## src/core/aerr_pkg.sv

```systemverilog
// Package: offsets, field layouts, reset values and carriers of the error reporting registers
package aerr_pkg;

    // ------------------------------------------------------------------
    // Register byte offsets
    // ------------------------------------------------------------------
    localparam logic [11:0] AERR_OFF_UNC_STATUS = 12'h104;
    localparam logic [11:0] AERR_OFF_UNC_SEV    = 12'h10c;
    localparam logic [11:0] AERR_OFF_COR_STATUS = 12'h110;
    localparam logic [11:0] AERR_OFF_COR_MASK   = 12'h114;
    localparam logic [11:0] AERR_OFF_CAP_CTRL   = 12'h118;
    localparam logic [11:0] AERR_OFF_HDR_LOG0   = 12'h11c;
    localparam logic [11:0] AERR_OFF_HDR_LOG1   = 12'h120;
    localparam logic [11:0] AERR_OFF_HDR_LOG2   = 12'h124;
    localparam logic [11:0] AERR_OFF_HDR_LOG3   = 12'h128;

    // ------------------------------------------------------------------
    // Implemented bits and reset values
    // ------------------------------------------------------------------
    localparam logic [31:0] AERR_UNC_IMPL      = 32'h003f_f011;
    localparam logic [31:0] AERR_UNC_SEV_RST   = 32'h0006_2011;
    localparam logic [31:0] AERR_COR_IMPL      = 32'h0000_31c1;
    localparam logic [31:0] AERR_COR_MASK_RST  = 32'h0000_2000;
    localparam logic [31:0] AERR_ZERO_WORD     = 32'h0000_0000;
    localparam logic [4:0]  AERR_FEP_RST       = 5'h00;
    localparam logic [127:0] AERR_HDR_RST      = 128'h0;

    // ------------------------------------------------------------------
    // Field positions
    // ------------------------------------------------------------------
    localparam int AERR_UNC_ECRC_BIT   = 19;
    localparam int AERR_CAP_FEP_LSB    = 0;
    localparam int AERR_CAP_FEP_MSB    = 4;
    localparam int AERR_CAP_GEN_CAP    = 5;
    localparam int AERR_CAP_GEN_EN     = 6;
    localparam int AERR_CAP_CHK_CAP    = 7;
    localparam int AERR_CAP_CHK_EN     = 8;
    localparam int AERR_HDR_DW         = 4;

    // ------------------------------------------------------------------
    // Carriers
    // ------------------------------------------------------------------
    typedef enum logic [1:0] {
        AERR_SEV_COR,
        AERR_SEV_NONFATAL,
        AERR_SEV_FATAL
    } aerr_sev_t;

    typedef struct packed {
        logic        valid;
        aerr_sev_t   sev;
    } aerr_msg_t;

    typedef struct packed {
        logic [31:0]  unc;
        logic [31:0]  cor;
        logic [127:0] hdr;
    } aerr_evt_t;

endpackage

```

## src/core/aerr_pick.sv

```systemverilog
// Lowest set bit finder used for first error selection
`timescale 1ns/100ps
module aerr_pick #(
    parameter int WIDTH = 32
) (
    input  wire logic [WIDTH-1:0]         vec,
    output logic                          any,
    output logic [$clog2(WIDTH)-1:0]      idx
);
    // ------------------------------------------------------------------
    // Elaboration check
    // ------------------------------------------------------------------
    if (WIDTH < 2) begin : g_chk
        $error("aerr_pick needs WIDTH of 2 or more");
    end

    // Lowest index wins, so ties in one cycle resolve deterministically
    function automatic logic [$clog2(WIDTH)-1:0] lowest(input logic [WIDTH-1:0] v);
        logic [$clog2(WIDTH)-1:0] r;
        r = '0;
        for (int i = WIDTH - 1; i >= 0; i--) begin
            if (v[i]) begin
                r = i[$clog2(WIDTH)-1:0];
            end
        end
        return r;
    endfunction

    assign any = |vec;
    assign idx = lowest(vec);
endmodule // aerr_pick

```

## src/core/aerr_regs.sv

```systemverilog
// Error reporting register bank with header log and first error pointer
//
// Chosen here: the address-and-strobe port.
`timescale 1ns/100ps
module aerr_regs #(
    parameter int ADDR_W = 12
) (
    input  wire logic                 SYS_CLK,
    input  wire logic                 SYS_RST,
    input  wire logic                 PORT_RST,
    input  wire logic [ADDR_W-1:0]    REG_ADDR,
    input  wire logic [31:0]          REG_WDATA,
    input  wire logic                 REG_WR,
    input  wire logic                 REG_RD,
    output logic [31:0]               REG_RDATA,
    input  wire aerr_pkg::aerr_evt_t  ERR_EVT,
    output aerr_pkg::aerr_msg_t       ERR_MSG,
    output logic                      ECRC_GEN_EN,
    output logic                      ECRC_CHK_EN
);
    import aerr_pkg::*;

    // ------------------------------------------------------------------
    // Elaboration check
    // ------------------------------------------------------------------
    if (ADDR_W != 12) begin : g_chk
        $error("aerr_regs decodes a 12-bit configuration address");
    end

    // ------------------------------------------------------------------
    // Sticky state
    // ------------------------------------------------------------------
    logic [31:0]  unc_status_r;
    logic [31:0]  unc_status_nxt;
    logic [31:0]  unc_sev_r;
    logic [31:0]  unc_sev_nxt;
    logic [31:0]  cor_status_r;
    logic [31:0]  cor_status_nxt;
    logic [31:0]  cor_mask_r;
    logic [31:0]  cor_mask_nxt;
    logic [4:0]   fep_r;
    logic [4:0]   fep_nxt;
    logic         gen_en_r;
    logic         gen_en_nxt;
    logic         chk_en_r;
    logic         chk_en_nxt;
    logic [31:0]  hdr_log_r [AERR_HDR_DW];
    logic         log_held_r;
    logic         log_held_nxt;
    logic         log_src_unc_r;
    logic         log_src_unc_nxt;
    logic [4:0]   log_src_idx_r;
    logic [4:0]   log_src_idx_nxt;

    // Non-sticky outputs
    logic [31:0]  rdata_r;
    logic [31:0]  rdata_nxt;
    aerr_msg_t    msg_r;
    aerr_msg_t    msg_nxt;

    // ------------------------------------------------------------------
    // Address decode
    // ------------------------------------------------------------------
    wire logic hit_unc_status = (REG_ADDR == AERR_OFF_UNC_STATUS);
    wire logic hit_unc_sev    = (REG_ADDR == AERR_OFF_UNC_SEV);
    wire logic hit_cor_status = (REG_ADDR == AERR_OFF_COR_STATUS);
    wire logic hit_cor_mask   = (REG_ADDR == AERR_OFF_COR_MASK);
    wire logic hit_cap_ctrl   = (REG_ADDR == AERR_OFF_CAP_CTRL);
    wire logic hit_hdr0       = (REG_ADDR == AERR_OFF_HDR_LOG0);
    wire logic hit_hdr1       = (REG_ADDR == AERR_OFF_HDR_LOG1);
    wire logic hit_hdr2       = (REG_ADDR == AERR_OFF_HDR_LOG2);
    wire logic hit_hdr3       = (REG_ADDR == AERR_OFF_HDR_LOG3);

    // Write strobes per register
    wire logic wr_unc_status  = REG_WR & hit_unc_status;
    wire logic wr_unc_sev     = REG_WR & hit_unc_sev;
    wire logic wr_cor_status  = REG_WR & hit_cor_status;
    wire logic wr_cor_mask    = REG_WR & hit_cor_mask;
    wire logic wr_cap_ctrl    = REG_WR & hit_cap_ctrl;

    // ------------------------------------------------------------------
    // Incoming events
    // ------------------------------------------------------------------
    // ECRC errors only count while checking is switched on
    wire logic [31:0] ecrc_gate = chk_en_r ? 32'hffff_ffff :
                                  ~(32'h0000_0001 << AERR_UNC_ECRC_BIT);
    wire logic [31:0] unc_evt   = ERR_EVT.unc & AERR_UNC_IMPL & ecrc_gate;
    wire logic [31:0] cor_evt   = ERR_EVT.cor & AERR_COR_IMPL;
    // Unmasked correctable events are the ones that log and message
    wire logic [31:0] cor_live  = cor_evt & ~cor_mask_r;

    // ------------------------------------------------------------------
    // First error selection
    // ------------------------------------------------------------------
    logic        unc_any;
    logic [4:0]  unc_idx;
    logic        cor_any;
    logic [4:0]  cor_idx;

    aerr_pick #(
        .WIDTH (32)
    ) u_pick_unc (
        .vec   (unc_evt),
        .any   (unc_any),
        .idx   (unc_idx)
    );

    aerr_pick #(
        .WIDTH (32)
    ) u_pick_cor (
        .vec   (cor_live),
        .any   (cor_any),
        .idx   (cor_idx)
    );

    // ------------------------------------------------------------------
    // Status registers: event set wins over a write of one
    // ------------------------------------------------------------------
    wire logic [31:0] unc_clr = wr_unc_status ? REG_WDATA : AERR_ZERO_WORD;
    wire logic [31:0] cor_clr = wr_cor_status ? REG_WDATA : AERR_ZERO_WORD;

    // Bits 0,4,12..21 set by hardware, cleared by writing one
    assign unc_status_nxt = ((unc_status_r & ~unc_clr) | unc_evt) & AERR_UNC_IMPL;
    // Bits 0,6,7,8,12,13: receiver, bad packets, replay, advisory
    assign cor_status_nxt = ((cor_status_r & ~cor_clr) | cor_evt)
                            & AERR_COR_IMPL;
    // Timer timeout and advisory nonfatal bits share this path

    // ------------------------------------------------------------------
    // Read-write sticky registers; reserved bits never store
    // ------------------------------------------------------------------
    assign unc_sev_nxt  = wr_unc_sev ? (REG_WDATA & AERR_UNC_IMPL) : unc_sev_r;
    assign cor_mask_nxt = wr_cor_mask ? (REG_WDATA & AERR_COR_IMPL) : cor_mask_r;
    assign gen_en_nxt   = wr_cap_ctrl ? REG_WDATA[AERR_CAP_GEN_EN] : gen_en_r;
    assign chk_en_nxt   = wr_cap_ctrl ? REG_WDATA[AERR_CAP_CHK_EN] : chk_en_r;

    // ------------------------------------------------------------------
    // Header log ownership
    // ------------------------------------------------------------------
    // The log stays owned until software clears the status bit behind it
    wire logic src_still_set = log_src_unc_r ? unc_status_r[log_src_idx_r]
                                             : cor_status_r[log_src_idx_r];
    wire logic log_free      = ~log_held_r | ~src_still_set;
    // Uncorrectable errors take the log ahead of correctable ones
    wire logic cap_unc       = log_free & unc_any;
    wire logic cap_cor       = log_free & ~unc_any & cor_any;
    wire logic capture       = cap_unc | cap_cor;

    assign log_held_nxt    = capture ? 1'b1 : (log_held_r & src_still_set);
    assign log_src_unc_nxt = capture ? cap_unc : log_src_unc_r;
    assign log_src_idx_nxt = cap_unc ? unc_idx : (cap_cor ? cor_idx : log_src_idx_r);
    // Pointer only moves for an uncorrectable first error
    assign fep_nxt         = cap_unc ? unc_idx : fep_r;

    // ------------------------------------------------------------------
    // Error message toward the root complex
    // ------------------------------------------------------------------
    // Highest severity in the cycle wins; one message per cycle at most
    wire logic unc_fatal  = |(unc_evt & unc_sev_r);
    wire logic unc_nonfat = |(unc_evt & ~unc_sev_r);
    wire logic cor_msg    = |cor_live;

    always_comb begin
        msg_nxt.valid = 1'b0;
        msg_nxt.sev   = AERR_SEV_COR;
        if (unc_fatal) begin
            msg_nxt.valid = 1'b1;
            msg_nxt.sev   = AERR_SEV_FATAL;
        end else if (unc_nonfat) begin
            msg_nxt.valid = 1'b1;
            msg_nxt.sev   = AERR_SEV_NONFATAL;
        end else if (cor_msg) begin
            msg_nxt.valid = 1'b1;
            msg_nxt.sev   = AERR_SEV_COR;
        end
    end

    // ------------------------------------------------------------------
    // Read data
    // ------------------------------------------------------------------
    // Capability bits are constant ones; reserved bits read zero
    wire logic [31:0] cap_word = {23'h0,
                                  chk_en_r,
                                  1'b1,
                                  gen_en_r,
                                  1'b1,
                                  fep_r};

    // Unmapped addresses answer zero
    always_comb begin
        rdata_nxt = AERR_ZERO_WORD;
        if (REG_RD) begin
            case (1'b1)
                hit_unc_status: rdata_nxt = unc_status_r;
                hit_unc_sev:    rdata_nxt = unc_sev_r;
                hit_cor_status: rdata_nxt = cor_status_r;
                hit_cor_mask:   rdata_nxt = cor_mask_r;
                hit_cap_ctrl:   rdata_nxt = cap_word;
                hit_hdr0:       rdata_nxt = hdr_log_r[0];
                hit_hdr1:       rdata_nxt = hdr_log_r[1];
                hit_hdr2:       rdata_nxt = hdr_log_r[2];
                hit_hdr3:       rdata_nxt = hdr_log_r[3];
                default:        rdata_nxt = AERR_ZERO_WORD;
            endcase
        end
    end

    // ------------------------------------------------------------------
    // Sticky flops: only the power-on reset touches them
    // ------------------------------------------------------------------
    // Port reset is deliberately absent here so logs survive link recovery
    always_ff @(posedge SYS_CLK or posedge SYS_RST) begin
        if (SYS_RST) begin
            unc_status_r <= AERR_ZERO_WORD;
            unc_sev_r    <= AERR_UNC_SEV_RST;
            cor_status_r <= AERR_ZERO_WORD;
            cor_mask_r   <= AERR_COR_MASK_RST;
            fep_r        <= AERR_FEP_RST;
            gen_en_r     <= 1'b0;
            chk_en_r     <= 1'b0;
        end else begin
            unc_status_r <= unc_status_nxt;
            unc_sev_r    <= unc_sev_nxt;
            cor_status_r <= cor_status_nxt;
            cor_mask_r   <= cor_mask_nxt;
            fep_r        <= fep_nxt;
            gen_en_r     <= gen_en_nxt;
            chk_en_r     <= chk_en_nxt;
        end
    end

    // Log ownership, also sticky
    always_ff @(posedge SYS_CLK or posedge SYS_RST) begin
        if (SYS_RST) begin
            log_held_r    <= 1'b0;
            log_src_unc_r <= 1'b0;
            log_src_idx_r <= AERR_FEP_RST;
        end else begin
            log_held_r    <= log_held_nxt;
            log_src_unc_r <= log_src_unc_nxt;
            log_src_idx_r <= log_src_idx_nxt;
        end
    end

    // Header log array; doublewords arrive already in big-endian byte order
    always_ff @(posedge SYS_CLK or posedge SYS_RST) begin
        if (SYS_RST) begin
            for (int i = 0; i < AERR_HDR_DW; i++) begin
                hdr_log_r[i] <= AERR_ZERO_WORD;
            end
        end else if (capture) begin
            for (int i = 0; i < AERR_HDR_DW; i++) begin
                hdr_log_r[i] <= ERR_EVT.hdr[32*i +: 32];
            end
        end
    end

    // ------------------------------------------------------------------
    // Non-sticky outputs: cleared by either reset
    // ------------------------------------------------------------------
    always_ff @(posedge SYS_CLK or posedge SYS_RST) begin
        if (SYS_RST) begin
            rdata_r   <= AERR_ZERO_WORD;
            msg_r     <= '0;
        end else if (PORT_RST) begin
            rdata_r   <= AERR_ZERO_WORD;
            msg_r     <= '0;
        end else begin
            rdata_r   <= rdata_nxt;
            msg_r     <= msg_nxt;
        end
    end

    // Enables leave straight from their flops
    assign REG_RDATA   = rdata_r;
    assign ERR_MSG     = msg_r;
    assign ECRC_GEN_EN = gen_en_r;
    assign ECRC_CHK_EN = chk_en_r;

endmodule // aerr_regs

```

## config.mk

```make
export PLATFORM = sky130hd
export DESIGN_NAME = aerr_regs
export DESIGN_NICKNAME = d
export VERILOG_FILES = /design/src/core/aerr_pkg.sv /design/src/core/aerr_pick.sv /design/src/core/aerr_regs.sv
export SDC_FILE = /design/constraint.sdc
export NUM_CORES = 1
export LEC_CHECK = 0
export BUFFER_PORTS_ARGS = -buffer_cell sky130_fd_sc_hd__buf_2
export CAP_MARGIN = 20
export CORE_AREA = 8 8 147 149
export CTS_CLUSTER_DIAMETER = 120
export DETAILED_ROUTE_END_ITERATION = 12
export DIE_AREA = 0 0 155 157
export GPL_TIMING_DRIVEN = 0
export PLACE_DENSITY = 0.8
export REMOVE_ABC_BUFFERS = 1
export SYNTH_ARGS = -nofsm -noshare
export SYNTH_HDL_FRONTEND = slang
export SYNTH_SLANG_ARGS = --single-unit
```

## constraint.sdc

```tcl
create_clock -name SYS_CLK -period 8.59 [get_ports SYS_CLK]
set_clock_uncertainty 0.05 [all_clocks]
set_input_delay 1.718 -clock SYS_CLK [delete_from_list [all_inputs] [get_ports SYS_CLK]]
set_output_delay 1.718 -clock SYS_CLK [all_outputs]
set_load 0.05 [all_outputs]
```

==> results of run 1 <==
==> through the flow <==
stage | setup TNS (ns) | setup WS [ns] | area [um^2]
after floorplan | 0 | 1.01 | 9740
after global placement | -252.44 | -1.23 | 11100
after detailed placement | 0 | 3.46 | 11400
after CTS | 0 | 3.91 | 12100
after global routing | 0 | 3.69 | 12100
final | 0 | 3.86 | 12100
==> registers in the layout (all words and copies together), names as in the netlist, 3 cells and up <==
| register | flops |
|---|---|
| log_src_idx_r | 5 |
| REG_RDATA | 32 |
| unc_sev_r | 12 |
| unc_status_r | 12 |
| hdr_log_r | 128 |
| fep_r | 5 |
| cor_mask_r | 6 |
| cor_status_r | 6 |
| ERR_MSG | 3 |
==> power groups by stage <==
stage,logic (W),clock network (W),registers (W)
finish,0.00166,0.000957,0.00158
floorplan,0.00141,0,0.00151
global placement,0.00165,0,0.00157
global route,0.00177,0.00102,0.00162
detailed placement,0.00167,0,0.00159
CTS,0.00168,0.000980,0.00158
==> how the worst min path moves through the flow <==
stage	startpoint	endpoint	slack [ns]	depth (start not counted)
6_report	unc_status_r[21]	unc_status_r[21]	0.45	1
4_1_cts	unc_status_r[21]	unc_status_r[21]	0.46	1
5_1_grt	hdr_log_r[18]	hdr_log_r[18]	0.46	1
3_3_place_gp	log_src_idx_r[4]	log_src_idx_r[4]	0.43	2
3_5_place_dp	hdr_log_r[21]	hdr_log_r[21]	0.44	1
2_1_floorplan	fep_r[0]	fep_r[0]	0.41	1
==> layer usage <==
layer	vias to the layer above	track usage (%)	share of wire, %	routed length, um
met2	367	37.0	47	13000
met4	12	7.51	3.2	881
met3	75	6.80	8.7	2410
met1	3601	28.1	41	11200
li1	3301	-	-	-
met5	-	0	0.22	62
==> cell type report <==
| type | instances | area [um^2] | area share [%] |
|---|---|---|---|
| Sequential cell | 213 | 5340 | 44.0 |
| Inverter | 21 | 86.3 | 0.712 |
| Antenna cell | 3 | 7.51 | 0.0619 |
| Clock inverter | 2 | 13.8 | 0.113 |
| Clock buffer | 38 | 722 | 5.95 |
| Timing Repair Buffer | 226 | 1300 | 10.7 |
| Tap cell | 265 | 332 | 2.73 |
| Multi-Input combinational cell | 505 | 4330 | 35.7 |
==> cells by family (layout without fill, tap and decap cells) <==
kind of cell,count (synthesis),count (layout),share of synthesized area [%]
AO/OA/AOI/OAI,172,172,12.3
buffers and inverters,61,287,3.27
flip-flops,213,213,53.5
multiplexers,171,171,22.7
other,0,3,0
AND/OR/NAND/NOR,162,162,8.32
==> worst max-delay path, stage by stage <==
cell,delay (ns)
buf_2,0.55
inv_1,0.41
nor4_1,0.84
and2_1,0.59
nand2_1,0.53
mux2_2,0.43
==> Yosys cell counts (3+ instances only) <==
master     number  area [um^2]
o22ai_1         8         50.1
a222oi_1       23          230
a31oi_1        14         87.6
nor4_1          4         25.0
clkbuf_1       14         52.6
o211ai_1        5         37.5
o22a_1          3         26.3
or4b_1          3         30.0
buf_2          12         60.1
a21boi_0        4         30.0
o21ai_0        29          145
nor4b_1         3         26.3
mux2_4         87         1310
nor2b_1         5         31.3
nand2_1        68          255
dfstp_2         6          158
mux2_2         74          833
dfrtp_1       207         5180
a21oi_1        26          130
nor2_1         27          101
mux2i_1         8         80.1
o21a_1          4         30.0
a21o_1         19          143
and2_1          6         37.5
nand3_1         7         35.0
inv_1          21         78.8
a22oi_1        10         75.1
or3_1           7         43.8
nand2b_1        9         56.3
buf_6          10          113
nor3_1          7         35.0
o2bb2ai_1       3         26.3
a22o_1          3         26.3
==> results.md, run 1 <==
- CTS sink count: 213
- Post-CTS Setup Inserts: 0
- Residual DRC: 0
- Htree depth: 1
- Slew margin rel.: 38.0%
- CTS tree: built
- Syn Area/Cell: 12.8 um^2
- RSZ-0062 raised after global routing: no
- Cell-internal power: 0.00297 W
- Most common cell after layout, fill and taps aside: buf_2
- Worst-skew pair later-pin latency: 0.52 ns
- Root Buffer: clkbuf_16
- Reg power frac: 37.6%
- Total wire length: 27.6 mm
- Worst endpoint required time: 8.94 ns
- CP startpoint: REG_ADDR[3]
- RD Place Congestion: 0.930
- Synth Instances: 779
- Post-synthesis async set-or-reset flop share: 100%
- R2R cell count: 9
- Slew Viols, Final: 0
- Core Area: 0.0192 mm^2
- Number of distinct library cells after synthesis: 64
- Placed Cells: 1230
- Grt ovf: 0
- Clk buf depth: 3
- Status: finished, final reports clean
- DRT Pass-1 Iters: 6
- Sw Ratio: 29.2%
- DRT antenna net count: 0
- Gate power share: 39.6%
- Ys flop type: dfrtp_1
- Layout cell share with drive strength beyond 1: 44.0%
- Full die area: 0.0243 mm^2
- Fin util: 63.2%
- Crit share post-route: 55.1%
- Pin count of the biggest net entering global routing: 125
- Boundary pin count: 278
- Crit path launch type: input port
- Post-CTS sizing: 0
- Vias per inst: 5.78
- Die X: 155 um
- Setup CP Type: input port to flop
- Clock slew at reported path FFs: 0.06 ns
- Row Count: 51
- Initial antenna violation count: 8
- Reg2reg start: log_src_idx_r[0]
- Time the worst path needs with I/O delays and setup: 4.73 ns
- Total power: 0.00420 W
- WP data arrival: 5.08 ns
- CTS Buf Count: 23
- Vias: 7356
- Number of synthesized flops with an enable pin: 0
- DR iter-0 viols: 600
- Synthesized cell area: 0.00998 mm^2
- Hold bufs inserted after CTS: 0
- Worst IR Drop VDD: 234 uV
- Worst Hold Class: flop to flop
- Setup violators final: 0
- Die Y: 157 um
- P&R area growth vs syn: 21.5%
- Setup slack, reg-to-reg: 5.10 ns
- GRT Resource Usage Total: 22.6%
- Vias in the first global route: 7981
- Worst r2r dst: hdr_log_r[89]
- Nets: 1231
- Worst Max-Slew Pin Slew: 0.927 ns
- FMAX: 211 MHz
- Filler cells: 1430
- Crit path to: unc_sev_r[15]
- Initial core utilization: 52.0%
- Non-Filler Instances: 1273
- FF+latch count, synth: 213
- First-pass GRT wire length: 43.5 mm
- Crit Path Max Fanout: 29
- Synth Warn #: 0
- Hold Slack: 0.454 ns
- Final hold vios: 0
- Post-DP HPWL: 20.3 mm
- Power Dens Cells: 346 mW/mm^2
- Mean routed wirelength per cell: 21.7 um
- Total of max-cap violations: 0
- CP Capture Type: flop
- Clk pwr share: 22.8%
- Leak: 5.53 nW
- Most frequent cells in the layout: 214 x buf_2, 207 x dfrtp_1, 87 x mux2_4
- Sequential fraction of the synthesis area: 53.5%
- Psw: 0.00123 W
- Port bufs: 214
(Power assumes the default switching activity.)
==> run 2, diff against run 1 <==
- ABC_AREA: default -> 1
- CORE_AREA: 8 8 147 149 -> 8 8 154 156
- DIE_AREA: 0 0 155 157 -> 0 0 162 164
- PLACE_DENSITY: 0.8 -> 0.76
- clock period: 8.59 -> 4.3 ns (I/O delays scaled with it)
==> results.md, run 2 <==
- Root Buffer: clkbuf_16
- Full die area: 0.0266 mm^2
- Number of distinct library cells after synthesis: 37
- Reg with most FFs: hdr_log_r
- Non-Filler Instances: 1721
- Boundary pin count: 278
- Synth Warn #: 0
- CP startpoint: REG_ADDR[5]
- Post-CTS sizing: 0
- Sequential fraction of the synthesis area: 53.1%
- Clk pwr share: 24.3%
- R2R cell count: 9
- FMAX: 309 MHz
- Time the worst path needs with I/O delays and setup: 3.24 ns
- Total wire length: 28.0 mm
- Slew Viols, Final: 0
- Grt ovf: 0
- Clock slew at reported path FFs: 0.06 ns
- DRT antenna net count: 0
- Synth area leaders: dfrtp_1 52%, nand2_1 14%, inv_1 5.8%
- Design area: 0.0120 mm^2
- Yosys top cell area share: 51.6%
- Mean routed wirelength per cell: 16.3 um
- Crit path launch type: input port
- Worst-skew pair later-pin latency: 0.50 ns
- Psw: 0.00279 W
- Crit share post-route: 75.4%
- Setup slack, reg-to-reg: 1.26 ns
- Hold Slack: 0.418 ns
- Hold bufs inserted after CTS: 0
- Antenna cells: 0
- Cell-internal power: 0.00452 W
- GRT Resource Usage Total: 20.8%
- P&R area growth vs syn: 19.4%
- CTS tree: built
- FF+latch count, synth: 213
- Worst r2r dst: hdr_log_r[41]
- Vias in the first global route: 8879
- CP Capture Type: flop
- Residual DRC: 0
- Worst endpoint required time: 4.63 ns
- Power Dens Cells: 610 mW/mm^2
- Initial antenna violation count: 0
- Layout cell share with drive strength beyond 1: 21.3%
- Most frequent cells in the layout: 381 x nand2_1, 214 x buf_2, 207 x dfrtp_1
- Initial core utilization: 47.0%
- Core Area: 0.0214 mm^2
- DR iter-0 viols: 693
- Reg power frac: 40.1%
- Port bufs: 214
- First-pass GRT wire length: 45.2 mm
- Sw Ratio: 38.2%
- Status: finished, final reports clean
- Worst Max-Slew Pin Slew: 0.974 ns
- Worst IR Drop VDD: 974 uV
- Die Y: 164 um
- Number of synthesized flops with an enable pin: 0
- Pin count of the biggest net entering global routing: 177
- Total of max-cap violations: 0
- Gate power share: 35.6%
- Final hold vios: 0
- Synth Instances: 1239
- Yosys top cell by area: dfrtp_1
- Nets: 1672
- RD Place Congestion: 0.922
- Ys flop type: dfrtp_1
- Syn Area/Cell: 8.11 um^2
- Most common cell after layout, fill and taps aside: nand2_1
- CTS Buf Count: 23
- Setup TNS: 0 ns
- Synthesized cell area: 0.0100 mm^2
- Max reg flops: 128
- Reg2reg start: ECRC_CHK_EN
- Crit Path Max Fanout: 25
- Worst Hold Class: input port to async pin
- Placed Cells: 1685
- Row Count: 54
- Die X: 162 um
- Slew margin rel.: 34.8%
- Clk buf depth: 3
- WP data arrival: 3.57 ns
- Post-synth top cells: 381 x nand2_1, 207 x dfrtp_1, 156 x inv_1
- Post-DP HPWL: 20.2 mm
- Placed cell area: 0.0113 mm^2
- RSZ-0062 raised after global routing: no
- Vias: 8915
- Setup CP Type: input port to flop
- Post-synthesis async set-or-reset flop share: 100%
- Setup violators final: 0
- Leak: 6.24 nW
- Htree depth: 1
- Vias per inst: 5.18
- Post-CTS Setup Inserts: 0
- CTS sink count: 213
- DRT Pass-1 Iters: 5
- Count leader, synth: nand2_1
## run 2: power by group through the flow
stage	Sequential (W)	Combinational, W	Clock, W
floorplan	0.00291	0.00191	0
global placement	0.00295	0.00251	0
detailed placement	0.00297	0.00262	0
CTS	0.00293	0.00265	0.00182
global route	0.00300	0.00299	0.00190
finish	0.00293	0.00260	0.00178
## run 2: critical path, stage by stage
cell and delay (ns):
buf_2 0.10, inv_1 0.07, nand2_1 0.05, nor2_1 0.25
nand3_2 0.51, buf_16 0.37, inv_1 0.66, a21oi_1 0.18
o21ai_0 0.18, nand3_1 0.14, nand2_1 0.10, a21oi_1 0.07
## run 2: final cells by class
class                      instances  area [um^2]
multi-input combinational        807         3740
inverter                         164          631
fill                            1983         9360
timing repair buffer             222         1270
sequential                       213         5340
clock buffer                      33          643
tap                              280          350
clock inverter                     2         13.8
## run 2: worst max-delay path by stage
stage	depth (start not counted)	endpoint	slack, ns
2_1_floorplan	1	ECRC_CHK_EN	-2.42
3_3_place_gp	2	hdr_log_r[79]	-4.83
3_5_place_dp	12	REG_RDATA[0]	0.64
4_1_cts	12	REG_RDATA[0]	1.15
5_1_grt	12	REG_RDATA[13]	0.95
6_report	12	REG_RDATA[0]	1.06
## run 2: layer usage
layer,track usage (%),vias to the layer above,wire length [um]
li1,-,4335,-
met1,28.1,4209,12200
met2,33.6,330,13200
met3,4.61,41,2230
met4,4.88,0,443
met5,0,-,0
## run 2: cells by family (layout without fill, tap and decap cells)
group           Yosys count  count (layout)  synth area share [%]
flops                   213             213                  53.1
compound gates          280             280                  16.3
buf+inv                 219             421                  9.65
simple gates            527             527                  20.9
## run 2: per-stage QoR
| stage | total power [W] | worst slack (ns) | util, % |
|---|---|---|---|
| floorplan | 0.00482 | -2.42 | - |
| global placement | 0.00546 | -4.83 | 52.1 |
| detailed placement | 0.00559 | 0.637 | 53.0 |
| CTS | 0.00740 | 1.15 | 56.1 |
| global route | 0.00789 | 0.949 | 56.1 |
| finish | 0.00731 | 1.06 | 56.1 |
==> run 3, diff against run 2 <==
- ABC_AREA: 1 -> 0
- clock period: 4.3 -> 2.6 ns (I/O delays scaled with it)
==> results.md, run 3 (same netlist as run 1, synthesis figures left out) <==
- Status: finished, final reports clean
- P&R area growth vs syn: 26.0%
- Grt ovf: 0
- RD Place Congestion: 0.904
- Most frequent cells in the layout: 213 x buf_2, 204 x dfrtp_1, 87 x mux2_4
- Boundary pin count: 278
- GRT Resource Usage Total: 21.5%
- CP Capture Type: flop
- Worst endpoint required time: 2.94 ns
- CP max-delay cell: or4b_4
- Placed cell area: 0.0114 mm^2
- Full die area: 0.0266 mm^2
- Reg2reg start: log_src_idx_r[0]
- Critical path's largest stage delay: 0.51 ns
- Clk buf depth: 3
- Final hold vios: 0
- DRT Pass-1 Iters: 7
- Design area: 0.0126 mm^2
- WP data arrival: 2.88 ns
- Root Buffer: clkbuf_16
- Hold bufs inserted after CTS: 0
- First-pass GRT wire length: 45.3 mm
- Layout cell share with drive strength beyond 1: 47.2%
- Slew margin rel.: 47.0%
- CTS sink count: 213
- Worst-skew pair later-pin latency: 0.51 ns
- Residual DRC: 0
- Port bufs: 214
- Critical-path cell list: mux4_2, a22oi_2, or4b_4, o31ai_4, nor2_4, buf_4, bufbuf_16, mux2_4
- Worst Max-Slew Pin Slew: 0.788 ns
- Crit Path Max Fanout: 12
- Total of max-cap violations: 0
- Vias in the first global route: 8086
- Crit path launch type: flop
- DR iter-0 viols: 561
- Initial antenna violation count: 10
- Row Count: 54
- Htree depth: 1
- Worst r2r dst: hdr_log_r[47]
- Total wire length: 28.9 mm
- RSZ-0062 raised after global routing: no
- Vias: 7509
- Setup slack, reg-to-reg: 0.07 ns
- DRT antenna net count: 0
- Worst IR Drop VDD: 782 uV
- Mean routed wirelength per cell: 22.0 um
- Filler cells: 1778
- Clock slew at reported path FFs: 0.06 ns
- Nets: 1252
- Delay-heaviest family, CP: multiplexers
- FMAX: 395 MHz
- Core Area: 0.0214 mm^2
- R2R cell count: 8
- Post-DP HPWL: 20.2 mm
- Pin count of the biggest net entering global routing: 119
- Total power: 0.0150 W
- Setup CP Type: flop to flop
- CTS Buf Count: 24
- Setup violators final: 0
- CP bufs+invs: 2
- Crit share post-route: 97.4%
- Most common cell after layout, fill and taps aside: buf_2
- Slew Viols, Final: 0
- Time the worst path needs with I/O delays and setup: 2.53 ns
- Die X: 162 um
- Reg with most FFs: hdr_log_r
- Max reg flops: 128
- CTS tree: built
- Die Y: 164 um
- Leak: 5.72 nW
- Vias per inst: 5.72
- Worst Hold Class: input port to async pin
- Initial core utilization: 46.8%
- Power Dens Cells: 1190 mW/mm^2
## run 3: cell count changes in the layout (fill, tap and decap cells not counted), sizes merged, moves of 15 or more
| cell | change |
|---|---|
| buf | +21 |
| o221ai | -15 |
| mux2 | +161 |
| nand3 | -30 |
| nor2 | -53 |
| inv | -141 |
| a21o | +19 |
| a222oi | +23 |
| a21oi | -23 |
| nand2 | -315 |
| o21ai | -162 |
## run 3: layout make-up
cell class              instances  area [um^2]  share of cell area (%)
diodes                          6         15.0                   0.119
well taps                     280          350                    2.79
flip-flops and latches        213         5340                    42.5
clock inverters                 7         85.1                   0.676
clock buffers                  35          723                    5.75
inverters                      21         90.1                   0.716
multi-input cells             506         4440                    35.3
repair buffers                245         1540                    12.2
## run 3: metal layers
metal | share of wire (%) | routed length, um | up-vias | track usage, %
li1 | - | - | 3363 | -
met3 | 8.7 | 2510 | 66 | 6.39
met4 | 3.0 | 873 | 8 | 7.32
met2 | 47 | 13600 | 319 | 34.5
met1 | 41 | 11900 | 3753 | 27.4
met5 | 0.15 | 42 | - | 0
## run 3: per-stage QoR
| step | setup WS, ns | instances | hold slack [ns] | TNS (ns) | utilization, % |
|---|---|---|---|---|---|
| 2_1_floorplan | -3.78 | 739 | 0.405 | -1076.91 | - |
| 3_3_place_gp | -6.10 | 1233 | 0.432 | -1780.64 | 52.3 |
| 3_5_place_dp | -1.24 | 1244 | 0.440 | -140.10 | 53.3 |
| 4_1_cts | -0.0262 | 1297 | 0.0955 | -0.205 | 58.2 |
| 5_1_grt | 0.00291 | 1313 | 0.116 | 0 | 58.9 |
| 6_report | 0.0681 | 1313 | 0.0603 | 0 | 58.9 |
## run 3: power breakdown
part	internal, W	switching [W]
clock	0.00211	0.00136
sequential	0.00451	0.000690
combinational	0.00400	0.00234
total	0.0106	0.00439
## run 3: worst max-delay path by stage
stage	depth (start not counted)	start	slack, ns	to
6_report	8	log_src_idx_r[0]	0.07	hdr_log_r[47]
5_1_grt	8	log_src_idx_r[0]	0.003	hdr_log_r[106]
4_1_cts	8	log_src_idx_r[1]	-0.03	hdr_log_r[47]
3_5_place_dp	6	REG_ADDR[3]	-1.24	unc_sev_r[16]
3_3_place_gp	2	SYS_RST	-6.10	hdr_log_r[32]
2_1_floorplan	1	SYS_RST	-3.78	ECRC_CHK_EN
## run 3: worst reg2reg max path, delay by kind of cell, from the launching register on
family	cells	cell delay, ns
AOI/OAI and AO/OA	2	0.18
DFF	1	0.46
and+or+nand+nor	2	0.61
buffers and inverters	2	0.44
muxes	2	0.68
## run 3: repair_timing
item,CTS,global route
pin swaps,5,4
setup endpoints to repair,181,117
cloned,4,1
resized for setup,29,5
setup buffers,7,9
